$ cat config.mk
export PLATFORM = sky130hd
export DESIGN_NAME = cbs_sequencer
export DESIGN_NICKNAME = d
export VERILOG_FILES = /design/src/hw/cbs_pkg.sv /design/src/hw/cbs_idle_if.sv /design/src/hw/cbs_idle_timer.sv /design/src/hw/cbs_sequencer.sv
export SDC_FILE = /design/constraint.sdc
export NUM_CORES = 1
export LEC_CHECK = 0
export ABC_AREA = 1
export BUFFER_PORTS_ARGS = -buffer_cell sky130_fd_sc_hd__buf_2
export CORE_ASPECT_RATIO = 1.4
export CORE_UTILIZATION = 29
export DETAILED_ROUTE_END_ITERATION = 10
export MAX_ROUTING_LAYER = met4
export SLEW_MARGIN = 30
export SYNTH_ARGS = -nofsm -noshare
export SYNTH_HDL_FRONTEND = slang
export SYNTH_SLANG_ARGS = --single-unit
$ cat constraint.sdc
create_clock -name ref_clk -period 1.9 [get_ports ref_clk]
set_input_delay 0.19 -clock ref_clk [delete_from_list [all_inputs] [get_ports ref_clk]]
set_output_delay 0.19 -clock ref_clk [all_outputs]
set_load 0.02 [all_outputs]
$ cat src/hw/cbs_pkg.sv
// cbs_pkg: types, field widths and timing counts for the bus cycle sequencer.
// assumes one 50 MHz core clock; every count is in internal states of that clock.
package cbs_pkg;

    // field widths
    localparam int CBS_EXT_W  = 3;
    localparam int CBS_IDLE_W = 5;

    // extension words fetched before the next instruction word
    localparam logic [CBS_EXT_W-1:0]  CBS_EXT_NONE  = 3'h0;
    localparam logic [CBS_EXT_W-1:0]  CBS_EXT_ONE   = 3'h1;
    localparam logic [CBS_EXT_W-1:0]  CBS_EXT_TWO   = 3'h2;
    localparam logic [CBS_EXT_W-1:0]  CBS_EXT_FIRST = 3'h1;

    // internal states with no bus access
    localparam logic [CBS_IDLE_W-1:0] CBS_IDLE_NONE  = 5'h00;
    localparam logic [CBS_IDLE_W-1:0] CBS_IDLE_PRE   = 5'h01;
    localparam logic [CBS_IDLE_W-1:0] CBS_IDLE_MUL_B = 5'h0B;
    localparam logic [CBS_IDLE_W-1:0] CBS_IDLE_MUL_W = 5'h13;

    typedef enum logic [3:0] {
        CBS_OP_SINGLE,
        CBS_OP_IMM_W,
        CBS_OP_IMM_L,
        CBS_OP_MUL_S_B,
        CBS_OP_MUL_S_W,
        CBS_OP_MUL_U_B,
        CBS_OP_MUL_U_W,
        CBS_OP_ST_W_IND,
        CBS_OP_ST_W_PREDEC,
        CBS_OP_LD_W_POSTINC,
        CBS_OP_ST_L_IND,
        CBS_OP_LD_L_IND,
        CBS_OP_ST_L_PREDEC,
        CBS_OP_LD_L_POSTINC,
        CBS_OP_SYNC_MOVE_FROM,
        CBS_OP_SYNC_MOVE_TO
    } cbs_op_type;

    typedef enum logic [1:0] {
        CBS_DATA_NONE,
        CBS_DATA_WORD,
        CBS_DATA_LONG
    } cbs_data_type;

    typedef enum logic [1:0] {
        CBS_SEL_FETCH_EXT,
        CBS_SEL_FETCH_NEXT,
        CBS_SEL_EA,
        CBS_SEL_EA_PLUS2
    } cbs_sel_type;

    typedef struct packed {
        logic [CBS_EXT_W-1:0]  ext;
        logic [CBS_IDLE_W-1:0] idle;
        cbs_data_type          data;
        logic                  write;
        logic                  illegal;
    } cbs_desc_type;

    function automatic cbs_desc_type cbs_decode(input cbs_op_type op);
        cbs_desc_type d;
        d = '{ext: CBS_EXT_NONE, idle: CBS_IDLE_NONE, data: CBS_DATA_NONE,
              write: 1'b0, illegal: 1'b0};
        case (op)
            CBS_OP_SINGLE:         d.ext = CBS_EXT_NONE;
            CBS_OP_IMM_W:          d.ext = CBS_EXT_ONE;
            CBS_OP_IMM_L:          d.ext = CBS_EXT_TWO;
            CBS_OP_MUL_S_B: begin
                d.ext  = CBS_EXT_ONE;
                d.idle = CBS_IDLE_MUL_B;
            end
            CBS_OP_MUL_S_W: begin
                d.ext  = CBS_EXT_ONE;
                d.idle = CBS_IDLE_MUL_W;
            end
            CBS_OP_MUL_U_B:        d.idle = CBS_IDLE_MUL_B;
            CBS_OP_MUL_U_W:        d.idle = CBS_IDLE_MUL_W;
            CBS_OP_ST_W_IND: begin
                d.data  = CBS_DATA_WORD;
                d.write = 1'b1;
            end
            CBS_OP_ST_W_PREDEC: begin
                d.idle  = CBS_IDLE_PRE;
                d.data  = CBS_DATA_WORD;
                d.write = 1'b1;
            end
            CBS_OP_LD_W_POSTINC: begin
                d.idle = CBS_IDLE_PRE;
                d.data = CBS_DATA_WORD;
            end
            CBS_OP_ST_L_IND: begin
                d.ext   = CBS_EXT_ONE;
                d.data  = CBS_DATA_LONG;
                d.write = 1'b1;
            end
            CBS_OP_LD_L_IND: begin
                d.ext  = CBS_EXT_ONE;
                d.data = CBS_DATA_LONG;
            end
            CBS_OP_ST_L_PREDEC: begin
                d.ext   = CBS_EXT_ONE;
                d.idle  = CBS_IDLE_PRE;
                d.data  = CBS_DATA_LONG;
                d.write = 1'b1;
            end
            CBS_OP_LD_L_POSTINC: begin
                d.ext  = CBS_EXT_ONE;
                d.idle = CBS_IDLE_PRE;
                d.data = CBS_DATA_LONG;
            end
            default:               d.illegal = 1'b1;
        endcase
        return d;
    endfunction

endpackage

$ cat src/hw/cbs_idle_if.sv
// cbs_idle_if: load and completion signals between the sequencer and its idle timer.
// assumes both ends sit on the same core clock.
`timescale 1ns/1ps
interface cbs_idle_if #(parameter int IDLE_W = 5);
    logic              load;
    logic [IDLE_W-1:0] len;
    logic              done;

    modport ctrl  (output load, output len, input done);
    modport timer (input load, input len, output done);
endinterface

$ cat src/hw/cbs_idle_timer.sv
// cbs_idle_timer: counts internal states during which no bus cycle is issued.
// assumes len is at least one whenever load is high.
`timescale 1ns/1ps
module cbs_idle_timer #(
    parameter int IDLE_W = 5
) (
    // clock and reset
    input  wire logic ref_clk,
    input  wire logic reset,
    input  wire logic clk_en,
    // sequencer side
    cbs_idle_if.timer idle
);
    logic [IDLE_W-1:0] cnt_q;
    logic [IDLE_W-1:0] cnt_d;
    logic              run_q;
    logic              run_d;

    // done marks the last internal state of the run
    assign idle.done = run_q && (cnt_q == '0);

    always_comb begin
        cnt_d = cnt_q;
        run_d = run_q;
        if (idle.load) begin
            cnt_d = idle.len - IDLE_W'(1);
            run_d = 1'b1;
        end else if (idle.done) begin
            run_d = 1'b0;
        end else if (run_q) begin
            cnt_d = cnt_q - IDLE_W'(1);
        end
    end

    always_ff @(posedge ref_clk) begin
        if (reset) begin
            cnt_q <= '0;
            run_q <= 1'b0;
        end else if (clk_en) begin
            cnt_q <= cnt_d;
            run_q <= run_d;
        end
    end
endmodule // cbs_idle_timer

$ cat src/hw/cbs_sequencer.sv
// cbs_sequencer: orders instruction fetches, operand accesses and internal
// states for the move, multiply and single-word register instructions.
// assumes a decoder on the same clock hands over one op at a time, and the bus
// answers each held request with a one-cycle bus_done on the same clock.
// How it works
// - byte multiply idles 11 states after next fetch
// - word multiply idles 19 states after next fetch
// - predec long store: fetches, idle, EA, EA+2
// - postinc long load: fetches, idle, EA, EA+2
// - predec word store: next fetch, idle, write
`timescale 1ns/1ps
module cbs_sequencer
    import cbs_pkg::*;
#(
    parameter int IDLE_W = 5
) (
    // clock and reset
    input  wire logic                  ref_clk,
    input  wire logic                  reset,
    input  wire logic                  clk_en,
    // instruction hand-over
    input  wire logic                  instr_valid,
    input  wire cbs_pkg::cbs_op_type   instr_op,
    output logic                       instr_ready,
    // bus cycle request
    output logic                       bus_req,
    output logic                       bus_write,
    output logic                       bus_lock,
    output cbs_pkg::cbs_sel_type       bus_sel,
    output logic [cbs_pkg::CBS_EXT_W-1:0] bus_ext_idx,
    input  wire logic                  bus_done,
    // status
    output logic                       busy,
    output logic                       illegal_op
);
    import cbs_pkg::*;

    // the longest idle run must fit the timer
    if ((1 << IDLE_W) <= int'(CBS_IDLE_MUL_W) || IDLE_W != CBS_IDLE_W) begin : g_chk
        $error("cbs_sequencer: IDLE_W cannot hold the longest internal run");
    end

    typedef enum logic [2:0] {
        ST_IDLE,
        ST_EXT,
        ST_NEXT,
        ST_WAIT,
        ST_DATA1,
        ST_DATA2
    } cbs_state_type;

    cbs_state_type         state_q, state_d;
    cbs_op_type            op_q, op_d;
    logic [CBS_EXT_W-1:0]  ext_left_q, ext_left_d;
    logic [CBS_EXT_W-1:0]  ext_idx_q, ext_idx_d;
    logic                  illegal_q, illegal_d;
    cbs_desc_type          cur;
    cbs_desc_type          req;
    logic                  step;

    cbs_idle_if #(.IDLE_W(IDLE_W)) idle_bus ();

    cbs_idle_timer #(.IDLE_W(IDLE_W)) u_timer (
        .ref_clk (ref_clk),
        .reset   (reset),
        .clk_en  (clk_en),
        .idle    (idle_bus.timer)
    );

    assign cur         = cbs_decode(op_q);
    assign req         = cbs_decode(instr_op);
    assign step        = clk_en && bus_req && bus_done;
    assign instr_ready = (state_q == ST_IDLE);
    assign busy        = (state_q != ST_IDLE);
    assign illegal_op  = illegal_q;
    assign bus_ext_idx = ext_idx_q;

    // bus request decode straight from the state flops
    always_comb begin
        bus_req   = 1'b0;
        bus_write = 1'b0;
        bus_lock  = 1'b0;
        bus_sel   = CBS_SEL_FETCH_NEXT;
        case (state_q)
            ST_EXT: begin
                bus_req = 1'b1;
                bus_sel = CBS_SEL_FETCH_EXT;
            end
            ST_NEXT: begin
                bus_req  = 1'b1;
                // long op with one extension word keeps the bus across the fetch
                bus_lock = (cur.data == CBS_DATA_LONG) && (cur.ext == CBS_EXT_ONE);
            end
            ST_DATA1: begin
                bus_req   = 1'b1;
                bus_write = cur.write;
                bus_lock  = (cur.data == CBS_DATA_LONG);
                bus_sel   = CBS_SEL_EA;
            end
            ST_DATA2: begin
                bus_req   = 1'b1;
                bus_write = cur.write;
                bus_sel   = CBS_SEL_EA_PLUS2;
            end
            default: bus_sel = CBS_SEL_FETCH_NEXT;
        endcase
    end

    always_comb begin
        state_d       = state_q;
        op_d          = op_q;
        ext_left_d    = ext_left_q;
        ext_idx_d     = ext_idx_q;
        illegal_d     = 1'b0;
        idle_bus.load = 1'b0;
        idle_bus.len  = cur.idle;
        case (state_q)
            ST_IDLE: begin
                if (instr_valid) begin
                    if (req.illegal) begin
                        // refused rather than run with an undefined bus order
                        illegal_d = 1'b1;
                    end else begin
                        op_d       = instr_op;
                        ext_left_d = req.ext;
                        ext_idx_d  = CBS_EXT_FIRST;
                        state_d    = (req.ext == CBS_EXT_NONE) ? ST_NEXT : ST_EXT;
                    end
                end
            end
            ST_EXT: begin
                if (step) begin
                    ext_left_d = ext_left_q - CBS_EXT_ONE;
                    ext_idx_d  = ext_idx_q + CBS_EXT_ONE;
                    if (ext_left_q == CBS_EXT_ONE) begin
                        state_d = ST_NEXT;
                    end
                end
            end
            ST_NEXT: begin
                if (step) begin
                    if (cur.idle != CBS_IDLE_NONE) begin
                        idle_bus.load = 1'b1;
                        state_d       = ST_WAIT;
                    end else if (cur.data != CBS_DATA_NONE) begin
                        state_d = ST_DATA1;
                    end else begin
                        state_d = ST_IDLE;
                    end
                end
            end
            ST_WAIT: begin
                if (clk_en && idle_bus.done) begin
                    state_d = (cur.data == CBS_DATA_NONE) ? ST_IDLE : ST_DATA1;
                end
            end
            ST_DATA1: begin
                if (step) begin
                    state_d = (cur.data == CBS_DATA_LONG) ? ST_DATA2 : ST_IDLE;
                end
            end
            ST_DATA2: begin
                if (step) begin
                    state_d = ST_IDLE;
                end
            end
            default: state_d = ST_IDLE;
        endcase
        if (!clk_en) begin
            illegal_d = 1'b0;
        end
    end

    always_ff @(posedge ref_clk) begin
        if (reset) begin
            state_q    <= ST_IDLE;
            op_q       <= CBS_OP_SINGLE;
            ext_left_q <= CBS_EXT_NONE;
            ext_idx_q  <= CBS_EXT_FIRST;
            illegal_q  <= 1'b0;
        end else if (clk_en) begin
            state_q    <= state_d;
            op_q       <= op_d;
            ext_left_q <= ext_left_d;
            ext_idx_q  <= ext_idx_d;
            illegal_q  <= illegal_d;
        end
    end

    // helper for the checks: internal states spent so far in the current run
    logic [IDLE_W-1:0] wait_run_q;
    logic [IDLE_W-1:0] wait_run_d;
    logic              wait_exit;

    assign wait_exit = (state_q == ST_WAIT) && clk_en && idle_bus.done;

    always_comb begin
        wait_run_d = '0;
        if (state_q == ST_WAIT) begin
            wait_run_d = wait_run_q + IDLE_W'(1);
        end
    end

    always_ff @(posedge ref_clk) begin
        if (reset) begin
            wait_run_q <= '0;
        end else if (clk_en) begin
            wait_run_q <= wait_run_d;
        end
    end

    a_mul_byte_idle: assert property (@(posedge ref_clk) disable iff (reset)
        wait_exit && (op_q == CBS_OP_MUL_S_B || op_q == CBS_OP_MUL_U_B)
        |-> wait_run_q == CBS_IDLE_MUL_B - IDLE_W'(1))
        else $error("byte multiply idle run is not 11 states");

    a_mul_word_idle: assert property (@(posedge ref_clk) disable iff (reset)
        wait_exit && (op_q == CBS_OP_MUL_S_W || op_q == CBS_OP_MUL_U_W)
        |-> wait_run_q == CBS_IDLE_MUL_W - IDLE_W'(1))
        else $error("word multiply idle run is not 19 states");

    a_wait_no_bus: assert property (@(posedge ref_clk) disable iff (reset)
        (state_q == ST_WAIT) |-> !bus_req)
        else $error("bus request during an internal state");

    // write and lock sit in the consequent so a dropped lock cannot pass vacuously
    a_long_store_pair: assert property (@(posedge ref_clk) disable iff (reset)
        (state_q == ST_DATA1 && step && op_q == CBS_OP_ST_L_PREDEC)
        |-> (bus_write && bus_lock) ##1
            (state_q == ST_DATA2 && bus_write && bus_sel == CBS_SEL_EA_PLUS2))
        else $error("long store did not follow with write at EA+2");

    a_long_load_pair: assert property (@(posedge ref_clk) disable iff (reset)
        (state_q == ST_DATA1 && step && op_q == CBS_OP_LD_L_POSTINC)
        |-> (!bus_write && bus_lock) ##1
            (state_q == ST_DATA2 && !bus_write && bus_sel == CBS_SEL_EA_PLUS2))
        else $error("long load did not follow with read at EA+2");

    a_pre_idle_one: assert property (@(posedge ref_clk) disable iff (reset)
        wait_exit && (op_q == CBS_OP_ST_W_PREDEC || op_q == CBS_OP_ST_L_PREDEC
                      || op_q == CBS_OP_LD_L_POSTINC)
        |-> (wait_run_q == '0) ##1 (state_q == ST_DATA1 && bus_sel == CBS_SEL_EA))
        else $error("address update gap is not one state");

    a_single_one_fetch: assert property (@(posedge ref_clk) disable iff (reset)
        (clk_en && instr_valid && instr_ready && instr_op == CBS_OP_SINGLE)
        |=> (state_q == ST_NEXT && bus_req && !bus_write && !bus_lock
             && bus_sel == CBS_SEL_FETCH_NEXT))
        else $error("register-only op did not start with the next fetch");

    a_single_done: assert property (@(posedge ref_clk) disable iff (reset)
        (state_q == ST_NEXT && step && op_q == CBS_OP_SINGLE) |=> state_q == ST_IDLE)
        else $error("register-only op issued more than one bus cycle");

    a_sync_refused: assert property (@(posedge ref_clk) disable iff (reset)
        (clk_en && instr_valid && instr_ready && req.illegal)
        |=> (illegal_op && state_q == ST_IDLE))
        else $error("synchronised peripheral move was not refused");

    c_mul_word: cover property (@(posedge ref_clk) disable iff (reset)
        wait_exit && op_q == CBS_OP_MUL_U_W);
    c_long_store: cover property (@(posedge ref_clk) disable iff (reset)
        state_q == ST_DATA2 && step && op_q == CBS_OP_ST_L_PREDEC);
    c_long_load: cover property (@(posedge ref_clk) disable iff (reset)
        state_q == ST_DATA2 && step && op_q == CBS_OP_LD_L_POSTINC);
    c_single: cover property (@(posedge ref_clk) disable iff (reset)
        state_q == ST_NEXT && step && op_q == CBS_OP_SINGLE);
endmodule // cbs_sequencer

* After elaboration in Yosys (flattened, before gate mapping)
Index checks and enable logic that the tools add are counted.
** Storage, ports and cells
- Flip-flop bits (word level) :: 20
- Word-level logic and storage cells :: 128
** Operators by class
- Add/subtract/negate cells :: 4
- Equality and inequality tests :: 43
- Muxes and demuxes :: 42
- Reduce and logical (&&, ||, !) cells :: 32
** Operator list (count)
- $mux W3 :: 18
- $eq A4 B4 Y1 const B :: 12
- $eq A4 B3 Y1 const B :: 8
- $ne A2 B2 Y1 const B :: 9
- $pmux W3 S6 :: 1
- $eq A4 B2 Y1 const B :: 4
- $reduce_or A4 Y1 :: 4
- $mux W5 :: 3
- $pmux W5 S3 :: 1
- $reduce_or A14 Y1 :: 1
- $reduce_or A7 Y1 :: 2
- $pmux W2 S2 :: 3
- $pmux W3 S2 :: 2
- $mux W1 :: 11
- $sub A5 B1 Y5 const B :: 2
- $eq A3 B1 Y1 const B :: 3
- $reduce_and A9 Y1 :: 1
- $eq A4 B1 Y1 const B :: 2
- $reduce_bool A2 Y1 :: 4
- $eq A3 B2 Y1 const B :: 2
- $eq A3 B3 Y1 const B :: 2
- $logic_not A3 Y1 :: 2
- $pmux W2 S3 :: 1
- $reduce_or A2 Y1 :: 3
- other kinds (16) :: 20

* Depth between registers and ports, before layout
Gate-level depths: netlist of run 1.
- Depth after elaboration :: 9
- Depth in mapped cells :: 15
- Depth with buffers taken out :: 15

* By module
Synthesis of run 1 repeated with hierarchy kept, for this count alone.
** Unflattened totals
- Cells, all modules :: 239
- Area total of the unflattened synthesis :: 1476.4 um^2
** Modules (own cells, without submodules)
- cbs_sequencer :: times used 1, cells an instance 156, area each 988.4 um^2, seq. area each 280.3 um^2
- cbs_idle_timer :: times used 1, cells an instance 83, area each 488.0 um^2, seq. area each 120.1 um^2

* Least setup slack after synthesis of run 1
OpenSTA, ideal clock, no wires.
- Path kind :: reg-to-reg
- Start :: reg op_q[2]
- End :: reg u_timer.cnt_q[4]
- Data arrival time :: 1.449 ns
- Required time :: 1.783 ns
- Path slack :: 0.334 ns
- Cell stages (with the launch flop) :: 15
- Cell sequence :: dfxtp_1 > inv_1 > nand2_2 > nand3_2 > nand2_2 > nand3_4 > nand2_1 > nand2_1 > ha_1 > inv_1 > a21oi_2 > nand3_1 > nand2_1 > nor2_1 > nor2_1
** Between the ends
- Word-level cells in the longest chain between the ends :: 9
** Ends and longest elaborated chain
- from (decl) :: RTL line cbs_sequencer.sv:53 : cbs_op_type op_q, op_d;
- from (signal assigned) :: RTL line cbs_sequencer.sv:183 : op_q <= op_d;
- $eq A4 B4 Y1 (tied with other cells) :: RTL line cbs_pkg.sv:65 : case (op)
- $reduce_or A4 Y1 (no line) / $reduce_or A2 Y1 (equally long branches)
- $pmux W5 S3 (*) :: RTL line cbs_pkg.sv:65
- $reduce_bool A5 Y1 :: RTL line cbs_sequencer.sv:142 : if (cur.idle != CBS_IDLE_NONE) begin
- $mux W1 :: RTL line cbs_sequencer.sv:142
- $mux W1 :: RTL line cbs_sequencer.sv:141 : if (step) begin
- $mux W1 :: RTL line cbs_sequencer.sv:117 : case (state_q)
- $ne A2 B2 Y1 (no line) / $reduce_bool A2 Y1 (equally long branches)
- $reduce_and A3 Y1 (no line)
- to (signal assigned) :: RTL line cbs_idle_timer.sv:40 : cnt_q <= cnt_d;
- to (decl) :: RTL line cbs_idle_timer.sv:14 : logic [IDLE_W-1:0] cnt_q;
Every way passes the cells marked *; elsewhere a longest branch is shown, timed or not.
A chain may end at the register's enable or synchronous reset.

* Final worst setup path of run 1
- Start :: reg op_q[3]
- End :: reg u_timer.cnt_q[4]
The elaborated chain is that of the path after synthesis.

==> results.ini, run 1 <==
[clock_network]
clk_pin_slew_ps = 80
cts_resized = 0
clk_path_buf_depth = 2
cts_root_buf = clkbuf_8
cts_tree = done
cts_buffers = 3
clock-sinks = 20
h-tree-depth = 1
hold_buffers = 0
clk_latency_ps = 260
post_cts_buffers = 0

[drt]
wl_per_cell_um = 11.0
drt_iter0_drc = 59
drtPass1Iterations = 4
drt-total-wl_um = 3070
drc = 0
vias_per_cell = 4.62
drtAntennaViolNets = 0
vias = 1293

[logic_synthesis]
synth_area_mm2 = 0.00133
synthMuxAreaShare_pct = 0
yosysSeqAreaShare_pct = 30.1
synthCells = 199
synth_top_family_by_area = simple AND/OR/NAND/NOR gates
ys_seq_elements = 20
avgSynthCellArea_um2 = 6.68
synth-main-ff-cell = dfxtp_1
synthXorXnorAreaFrac_pct = 0
synth_edf_count = 0
synth_adder_area_share_pct = 3.76
synth_compound_area_share_pct = 17.5
syn-num-nets = 212
yosysMostFrequentCell = nand2_1
synthTopCellsByArea = dfxtp_1 30%, nand2_1 12%, inv_1 8.5%, a21oi_1 7.5%, nand3_1 4.9%
yosysWarnings = 0
synth_area_leader_cell = dfxtp_1
async_reset_ff_share_pct = 0
synth_simple_gate_area_share_pct = 37.3
yosys.cell_types.count = 28
synth_common_cells = 41 x nand2_1, 30 x inv_1, 20 x a21oi_1, 20 x dfxtp_1, 16 x nor2_1
synth_top_area_share_pct = 30.1

[worst_hold_path]
hold_start = instr_op[0]
hold_path_class = in -> reg

[floorplanning]
chipWidth_um = 59.2
pin_count = 20
initial_utilization_pct = 30.9
coreArea_mm2 = 0.00431
die_h_um = 82.1
row_count = 28
dieArea_mm2 = 0.00486

[setup_path]
cp.required_ps = 2060
cp_slowest_stage_delay_ps = 410
cpMaxStageDelayCell = dfxtp_1
crit_start = op_q[3]$_SDFFE_PP0P_
crit_path_end_kind = flop
worstPathArrival_ps = 1910
path_buf_inv = 3
worst-setup-path-type = reg -> reg
crit_family = simple AND/OR/NAND/NOR gates
crit_top_cell = nand2_1
critPathLaunchType = flop
path_max_fanout = 8
crit_chain = inv_2, nand3_2, nand2_1, inv_2, nand2_2, nand3_4, nand2_1, nand2_1, ha_1, inv_1, a21oi_2, a21oi_1, nor2_1, nor2_1
r2r_start = op_q[3]$_SDFFE_PP0P_

[sta]
skew_ps = 1.38
relSlewSlack_pct = 69.7
finalSetupViolCount = 0
grt_setup_unrepaired = no
hold_viol = 0
period_minus_slack_ps = 1750
fmax_mhz = 572
setup-tns-final_ps = 0
drv_slew = 0
tightest_slew_ps = 453
period_share_pct = 92.1

[run_status]
outcome = finished, final reports clean

[place]
dp_hpwl_um = 2450
place.port_buffers = 19
gp_congestion = 0.847

[final_layout]
multi_input_area_um2 = 779
area_delta_synth_final_pct = 17.0
drive_above_1_share_pct = 22.7
finalNetCount = 234
fill_cells = 472
utilization_pct = 36.1
diodes = 0
final-seq-area_um2 = 400

[grt]
antenna_found_initial = 0
grt_usage_pct = 14.3
grt_pass1_wl_um = 5120
grt_max_degree = 13
grt_overflow = 0
first_global_vias = 1244

[power]
ir_drop_mv = 0.278
p_per_area_mw_per_mm2 = 755
p_leak_nw = 0.763

[flow_run]
cap_viol_max_count = 0

-- worst register-to-register path, cell delays in order, from the launching register on --
cell	delay, ps
dfxtp_1	410
inv_2	60
nand3_2	90
nand2_1	80
inv_2	60
nand2_2	70
nand3_4	110
nand2_1	60
nand2_1	100
ha_1	160
inv_1	60
a21oi_2	160
a21oi_1	90
nor2_1	100
nor2_1	40
-- power by group --
group	total, mW	internal (mW)	switching [mW]
registers	0.466	0.442	0.0242
clock network	0.441	0.281	0.160
logic	0.267	0.0875	0.180
-- metal layers --
layer	routed length [µm]	track usage, %	share of wire, %
met1	1320	15.5	43
met2	1560	25.3	51
met3	110	1.56	3.6
met4	73	7.62	2.4
met5	0	-	0
-- cells by family (layout without fill, tap and decap cells) --
kind of cell | Yosys count | in the layout
buffers and inverters | 38 | 59
adder cells (fa/ha/maj) | 4 | 4
AO/OA/AOI/OAI | 40 | 40
flip-flops | 20 | 20
AND/OR/NAND/NOR | 97 | 97
-- state kept, by name, summed over array words and instances (netlist names) --
register       count
bus_ext_idx        3
ext_left_q         3
illegal_op         1
op_q               4
state_q            3
u_timer.cnt_q      5
u_timer.run_q      1
-- metrics by stage --
step | cells | instance area [µm²] | total power, mW | hold slack (ps) | worst slack [ps]
finish | 280 | 1560 | 1.18 | 218 | 151
floorplan | 199 | 1330 | 0.679 | 350 | 334
global route | 280 | 1560 | 1.24 | 269 | 3.54
detailed placement | 276 | 1490 | 0.744 | 454 | 172
global placement | 276 | 1490 | 0.743 | 455 | 203
CTS | 280 | 1560 | 1.18 | 222 | 159
-- layout by cell type (no fill, tap or decap), types with 2 or more instances in the layout --
cell / Yosys / layout
a21oi_2: 2 / 2
inv_2: 6 / 6
nor2_2: 2 / 2
nor2_1: 16 / 16
buf_2: 0 / 19
o21ai_0: 13 / 13
nand2_2: 7 / 7
o211ai_1: 2 / 2
inv_1: 30 / 30
nand3_1: 13 / 13
clkbuf_8: 0 / 3
ha_1: 4 / 4
nand3_2: 3 / 3
nor3_1: 3 / 3
a21oi_1: 20 / 20
dfxtp_1: 20 / 20
nand2_1: 41 / 41
nand4_1: 5 / 5
-- final cells by class --
type | count | share of cell area [%]
Multi-Input combinational cell | 141 | 50.1
Sequential cell | 20 | 25.7
Inverter | 36 | 8.68
Timing Repair Buffer | 19 | 6.11
Tap cell | 60 | 4.82
Clock buffer | 3 | 2.65
Clock inverter | 1 | 1.93
-- path summary, 6_finish.rpt --
kind	end	slack, ps	cells after the start
setup / recovery	u_timer.cnt_q[4]$_SDFFE_PP0P_	150	14
hold / removal	op_q[0]$_SDFFE_PP0P_	220	3
setup reg to reg	u_timer.cnt_q[4]$_SDFFE_PP0P_	150	14
hold reg to reg	illegal_op$_SDFFE_PP0P_	470	2
No activity file was read; power rests on OpenSTA's default activity.
==> run 2: changes to the inputs <==
- CELL_PAD_IN_SITES_DETAIL_PLACEMENT: default -> 0
- CELL_PAD_IN_SITES_GLOBAL_PLACEMENT: default -> 1
- PLACE_DENSITY_LB_ADDON: default -> 0.1
==> run 2 against run 1 <==
Against the previous run: clock skew is 3.8 ps higher; clock-buffer cell count stayed put; routed wire length is 14% higher; largest cell class unchanged; sequential cell count stayed put; first-iteration DRC count is 32% higher.
==> results.ini, run 2 (same netlist as run 1, synthesis figures left out) <==
[run_status]
outcome = finished, final reports clean

[grt]
first_global_vias = 1257
grt_usage_pct = 16.8
grt_overflow = 0
grt_max_degree = 13
grt_pass1_wl_um = 5840
antenna_found_initial = 0

[drt]
drc = 0
drt_iter0_drc = 78
vias_per_cell = 4.68
vias = 1328
drtPass1Iterations = 4
wl_per_cell_um = 12.4
drt-total-wl_um = 3510
drtAntennaViolNets = 0

[clock_network]
clk_pin_slew_ps = 80
clock-sinks = 20
cts_tree = done
clk_latency_ps = 260
cts_root_buf = clkbuf_8
clk_path_buf_depth = 2
cts_buffers = 3
h-tree-depth = 1

[setup_path]
reg2reg_slack_ps = 230
worst-setup-path-type = reg -> out
path_max_fanout = 4
cp.required_ps = 1710
rr_worst_depth = 14
worst_r2r_endpoint = u_timer.cnt_q[4]$_SDFFE_PP0P_
crit_path_end_kind = output port
critPathLaunchType = flop
cpMaxStageDelayCell = dfxtp_1
crit_family = simple AND/OR/NAND/NOR gates
worstPathArrival_ps = 1550
cp_slowest_stage_delay_ps = 350
crit_top_cell = nor2_1
r2r_start = op_q[2]$_SDFFE_PP0P_
crit_chain = inv_2, nor2_1, inv_1, nor2_1, nand3_1, nand2_1, buf_2
path_buf_inv = 3

[floorplanning]
initial_utilization_pct = 30.9
coreArea_mm2 = 0.00431
dieArea_mm2 = 0.00486
row_count = 28
pin_count = 20
chipWidth_um = 59.2
die_h_um = 82.1

[sta]
drv_slew = 0
period_minus_slack_ps = 1740
fmax_mhz = 576
skew_ps = 5.15
relSlewSlack_pct = 72.5
tightest_slew_ps = 411
setup-tns-final_ps = 0
hold_viol = 0
setup_ws_ps = 164
period_share_pct = 91.4
grt_setup_unrepaired = no
finalSetupViolCount = 0

[place]
dp_hpwl_um = 2810
place_ws_ps = 153
place.port_buffers = 19
dp.cells = 278
dpl_cell_area_mm2 = 0.00150
gp_congestion = 0.808

[final_layout]
area_delta_synth_final_pct = 19.5
drive_above_1_share_pct = 25.0
final_cell_mix = 41 x nand2_1, 30 x inv_1, 20 x a21oi_1
largest_reg_flops = 5
mostFrequentLayoutCell = nand2_1
finalNetCount = 238
regMostFlops = u_timer.cnt_q
largestRegisters = u_timer.cnt_q x5, op_q x4
design_area_mm2 = 0.00159
diodes = 0
fin_cells = 284

[power]
p_per_area_mw_per_mm2 = 748
power_mw = 1.19
p_leak_nw = 0.782
ir_drop_mv = 0.269

[worst_hold_path]
hold_path_class = in -> reg
min_to = op_q[0]$_SDFFE_PP0P_
hold_start = instr_op[0]
hold_depth = 3

[flow_run]
cap_viol_max_count = 0

## run 2: how the worst max path moves through the flow
| stage | start | to | slack, ps | cells after the start |
|---|---|---|---|---|
| after floorplan | op_q[2]$_SDFFE_PP0P_ | u_timer.cnt_q[4]$_SDFFE_PP0P_ | 330 | 14 |
| final | state_q[2]$_SDFFE_PP0P_ | bus_lock | 160 | 7 |
| after detailed placement | op_q[2]$_SDFFE_PP0P_ | u_timer.cnt_q[4]$_SDFFE_PP0P_ | 150 | 14 |
| after global routing | op_q[0]$_SDFFE_PP0P_ | u_timer.cnt_q[4]$_SDFFE_PP0P_ | 30 | 15 |
| after global placement | op_q[2]$_SDFFE_PP0P_ | u_timer.cnt_q[4]$_SDFFE_PP0P_ | 180 | 14 |
| after CTS | op_q[2]$_SDFFE_PP0P_ | u_timer.cnt_q[4]$_SDFFE_PP0P_ | 130 | 14 |
## run 2: layer usage
layer  vias up  global-route usage (%)  routed length [µm]
li1        691                       -                   -
met1       597                    18.5                1490
met2        29                    29.7                1840
met3        11                    2.18                  90
met4         0                    7.62                  87
met5         -                       -                   0
## run 2: worst reg2reg max path: stages, from the launching register on
cell	delay [ps]
dfxtp_2	350
inv_1	60
nand2_2	100
nand3_2	120
nand2_2	130
nand3_4	100
nand2_1	70
nand2_1	80
ha_1	190
inv_1	80
a21oi_2	50
nand3_1	70
nand2_1	50
nor2_1	80
nor2_1	40
## run 2: cell type report
cell class / instances / area (µm²)
flip-flops and latches: 20 / 403
fillers: 480 / 2720
multi-input cells: 141 / 779
well taps: 60 / 75.1
clock inverters: 1 / 30.0
clock buffers: 3 / 41.3
inverters: 36 / 135
repair buffers: 23 / 125
## run 2: what timing repair did
item,in CTS,in global routing
setup buffers,0,2
hold buffers,0,0
resized for setup,0,2
endpoints found under the setup margin,0,1
## run 2: stage by stage
stage / util, % / hold WS, ps
floorplan: - / 350
global placement: 34.8 / 460
detailed placement: 34.8 / 459
CTS: 36.5 / 220
global route: 36.9 / 247
finish: 36.9 / 217
## run 2: report_power, final
part           total (mW)  leakage, nW  internal (mW)  switching (mW)
registers           0.467        0.163          0.443          0.0235
clock network       0.440       0.0357          0.281           0.158
logic               0.282        0.583         0.0920           0.190
==> run 3: changes to the inputs <==
- clock period: 1.9 -> 1.46 ns (I/O delays scaled with it)
==> run 3 against run 2 <==
Against the previous run: the flow now finishes with violations (negative setup slack); cell count grew 14%; first-iteration DRC count shrank 9.0%; non-clock buffer count grew 39; clock skew shrank 0.61 ps; design area grew 38%; critical path depth grew 6; highest routed layer unchanged.
==> results.ini, run 3 (same netlist as run 1, synthesis figures left out) <==
[run_status]
violations = negative setup slack
outcome = complete, but fails checks

[setup_path]
worstPathArrival_ps = 1770
crit_chain = nor2_2, nand3_4, nand2_4, nand3_4, nand2_4, nand2_4, ha_4, inv_2, a21oi_2, nand3_1, nand2_1, nor2_1, nor2_1
worst-setup-path-type = reg -> reg
crit_path_end_kind = flop
cpMaxStageDelayCell = dfxtp_4
path_max_fanout = 4
cp_slowest_stage_delay_ps = 380
cp.required_ps = 1620
critPathLaunchType = flop
crit_top_cell = nand2_4

[sta]
grt_setup_unrepaired = yes
tightest_slew_ps = 378
finalSetupViolCount = 6
hold_viol = 0
drv_slew = 0
setup-tns-final_ps = -496
fmax_mhz = 623
setup_ws_ps = -146
period_minus_slack_ps = 1610
fin_hold_ws_ps = 182
relSlewSlack_pct = 74.7
skew_ps = 4.54
period_share_pct = 110

[drt]
drc = 0
wl_per_cell_um = 12.6
drtPass1Iterations = 4
drt_iter0_drc = 71
vias = 1503
drtAntennaViolNets = 0
vias_per_cell = 4.65
drt-total-wl_um = 4080

[worst_hold_path]
hold_path_class = in -> reg

[place]
gp_congestion = 0.886
dp_hpwl_um = 2980
place.port_buffers = 19

[power]
pwr-share-clk_pct = 32.0
p_int_mw = 1.22
switching_share_pct = 32.2
power.switching_uw = 580
p_seq_share_pct = 33.9
ir_drop_mv = 0.473
p_per_area_mw_per_mm2 = 822
p_leak_nw = 1.03
p_comb_share_pct = 34.2

[floorplanning]
coreArea_mm2 = 0.00431
die_h_um = 82.1
initial_utilization_pct = 30.9
dieArea_mm2 = 0.00486
chipWidth_um = 59.2
pin_count = 20
row_count = 28

[final_layout]
regMostFlops = u_timer.cnt_q
utilization_pct = 50.8
largestRegisters = u_timer.cnt_q x5, op_q x4
diodes = 0
final_cell_mix = 32 x buf_4, 30 x nand2_1, 20 x inv_1
fill_cells = 444
area_delta_synth_final_pct = 64.7
mostFrequentLayoutCell = buf_4
drive_above_1_share_pct = 52.5
finalNetCount = 277
largest_reg_flops = 5

[clock_network]
cts_buffers = 3
clk_path_buf_depth = 2
clock-sinks = 20
clk_pin_slew_ps = 90
hold_buffers = 0
h-tree-depth = 1
clk_latency_ps = 260
cts_root_buf = clkbuf_8
cts_tree = done

[grt]
first_global_vias = 1493
grt_usage_pct = 18.5
grt_max_degree = 13
antenna_found_initial = 0
grt_overflow = 0
grt_pass1_wl_um = 6520

[flow_run]
cap_viol_max_count = 0

run 3: changes by cell type in the layout (fill, tap and decap cells not counted), moves of 6 or more:
cell     change
inv_1       -10
inv_4        +6
buf_4       +28
nand2_1     -11
nand2_4     +10
buf_6       +15
run 3: layout make-up:
type | count | area, µm² | area share (%)
Tap cell | 60 | 75.1 | 3.43
Multi-Input combinational cell | 141 | 993 | 45.3
Sequential cell | 20 | 417 | 19.0
Inverter | 36 | 150 | 6.85
Clock buffer | 3 | 41.3 | 1.88
Timing Repair Buffer | 62 | 484 | 22.1
Clock inverter | 1 | 30.0 | 1.37
run 3: path summary, 6_finish.rpt:
| kind | end | depth (start not counted) | startpoint | slack, ps |
|---|---|---|---|---|
| max | u_timer.cnt_q[4]$_SDFFE_PP0P_ | 13 | op_q[3]$_SDFFE_PP0P_ | -150 |
| min | op_q[0]$_SDFFE_PP0P_ | 3 | instr_op[0] | 180 |
| max reg2reg | u_timer.cnt_q[4]$_SDFFE_PP0P_ | 13 | op_q[3]$_SDFFE_PP0P_ | -150 |
| min reg2reg | illegal_op$_SDFFE_PP0P_ | 2 | illegal_op$_SDFFE_PP0P_ | 480 |
run 3: power by group through the flow:
stage | clock network [mW] | registers (mW) | logic (mW)
after global placement | 0 | 0.608 | 0.454
final | 0.576 | 0.610 | 0.615
after floorplan | 0 | 0.615 | 0.274
after CTS | 0.586 | 0.600 | 0.496
after global routing | 0.614 | 0.614 | 0.675
after detailed placement | 0 | 0.610 | 0.457
run 3: critical path: cells and delay by family (launching register included):
kind	cells	cell delay, ps
and+or+nand+nor	10	880
AOI/OAI and AO/OA	1	40
DFF	1	380
adders and majority gates	1	160
buffers and inverters	1	60
run 3: routing by layer:
| metal | GRT usage (%) | part of all wire (%) | wire length (µm) | vias to the layer above |
|---|---|---|---|---|
| li1 | - | - | - | 782 |
| met1 | 19.9 | 40 | 1650 | 679 |
| met2 | 33.8 | 55 | 2240 | 29 |
| met3 | 2.18 | 1.9 | 79 | 13 |
| met4 | 7.62 | 2.7 | 110 | 0 |
| met5 | - | 0 | 0 | - |
run 3: through the flow:
step	std cells	total power [mW]	setup slack, ps	area, µm²
2_1_floorplan	199	0.888	-67.1	1340
3_3_place_gp	302	1.06	-96.2	1690
3_5_place_dp	302	1.07	-143	1690
4_1_cts	312	1.68	-77.8	1900
5_1_grt	323	1.90	-216	2190
6_report	323	1.80	-146	2190
run 3: timing repair:
item	CTS	global route
pin swaps	7	20
endpoints found under the setup margin	9	21
setup buffers	6	11
resized for setup	32	62
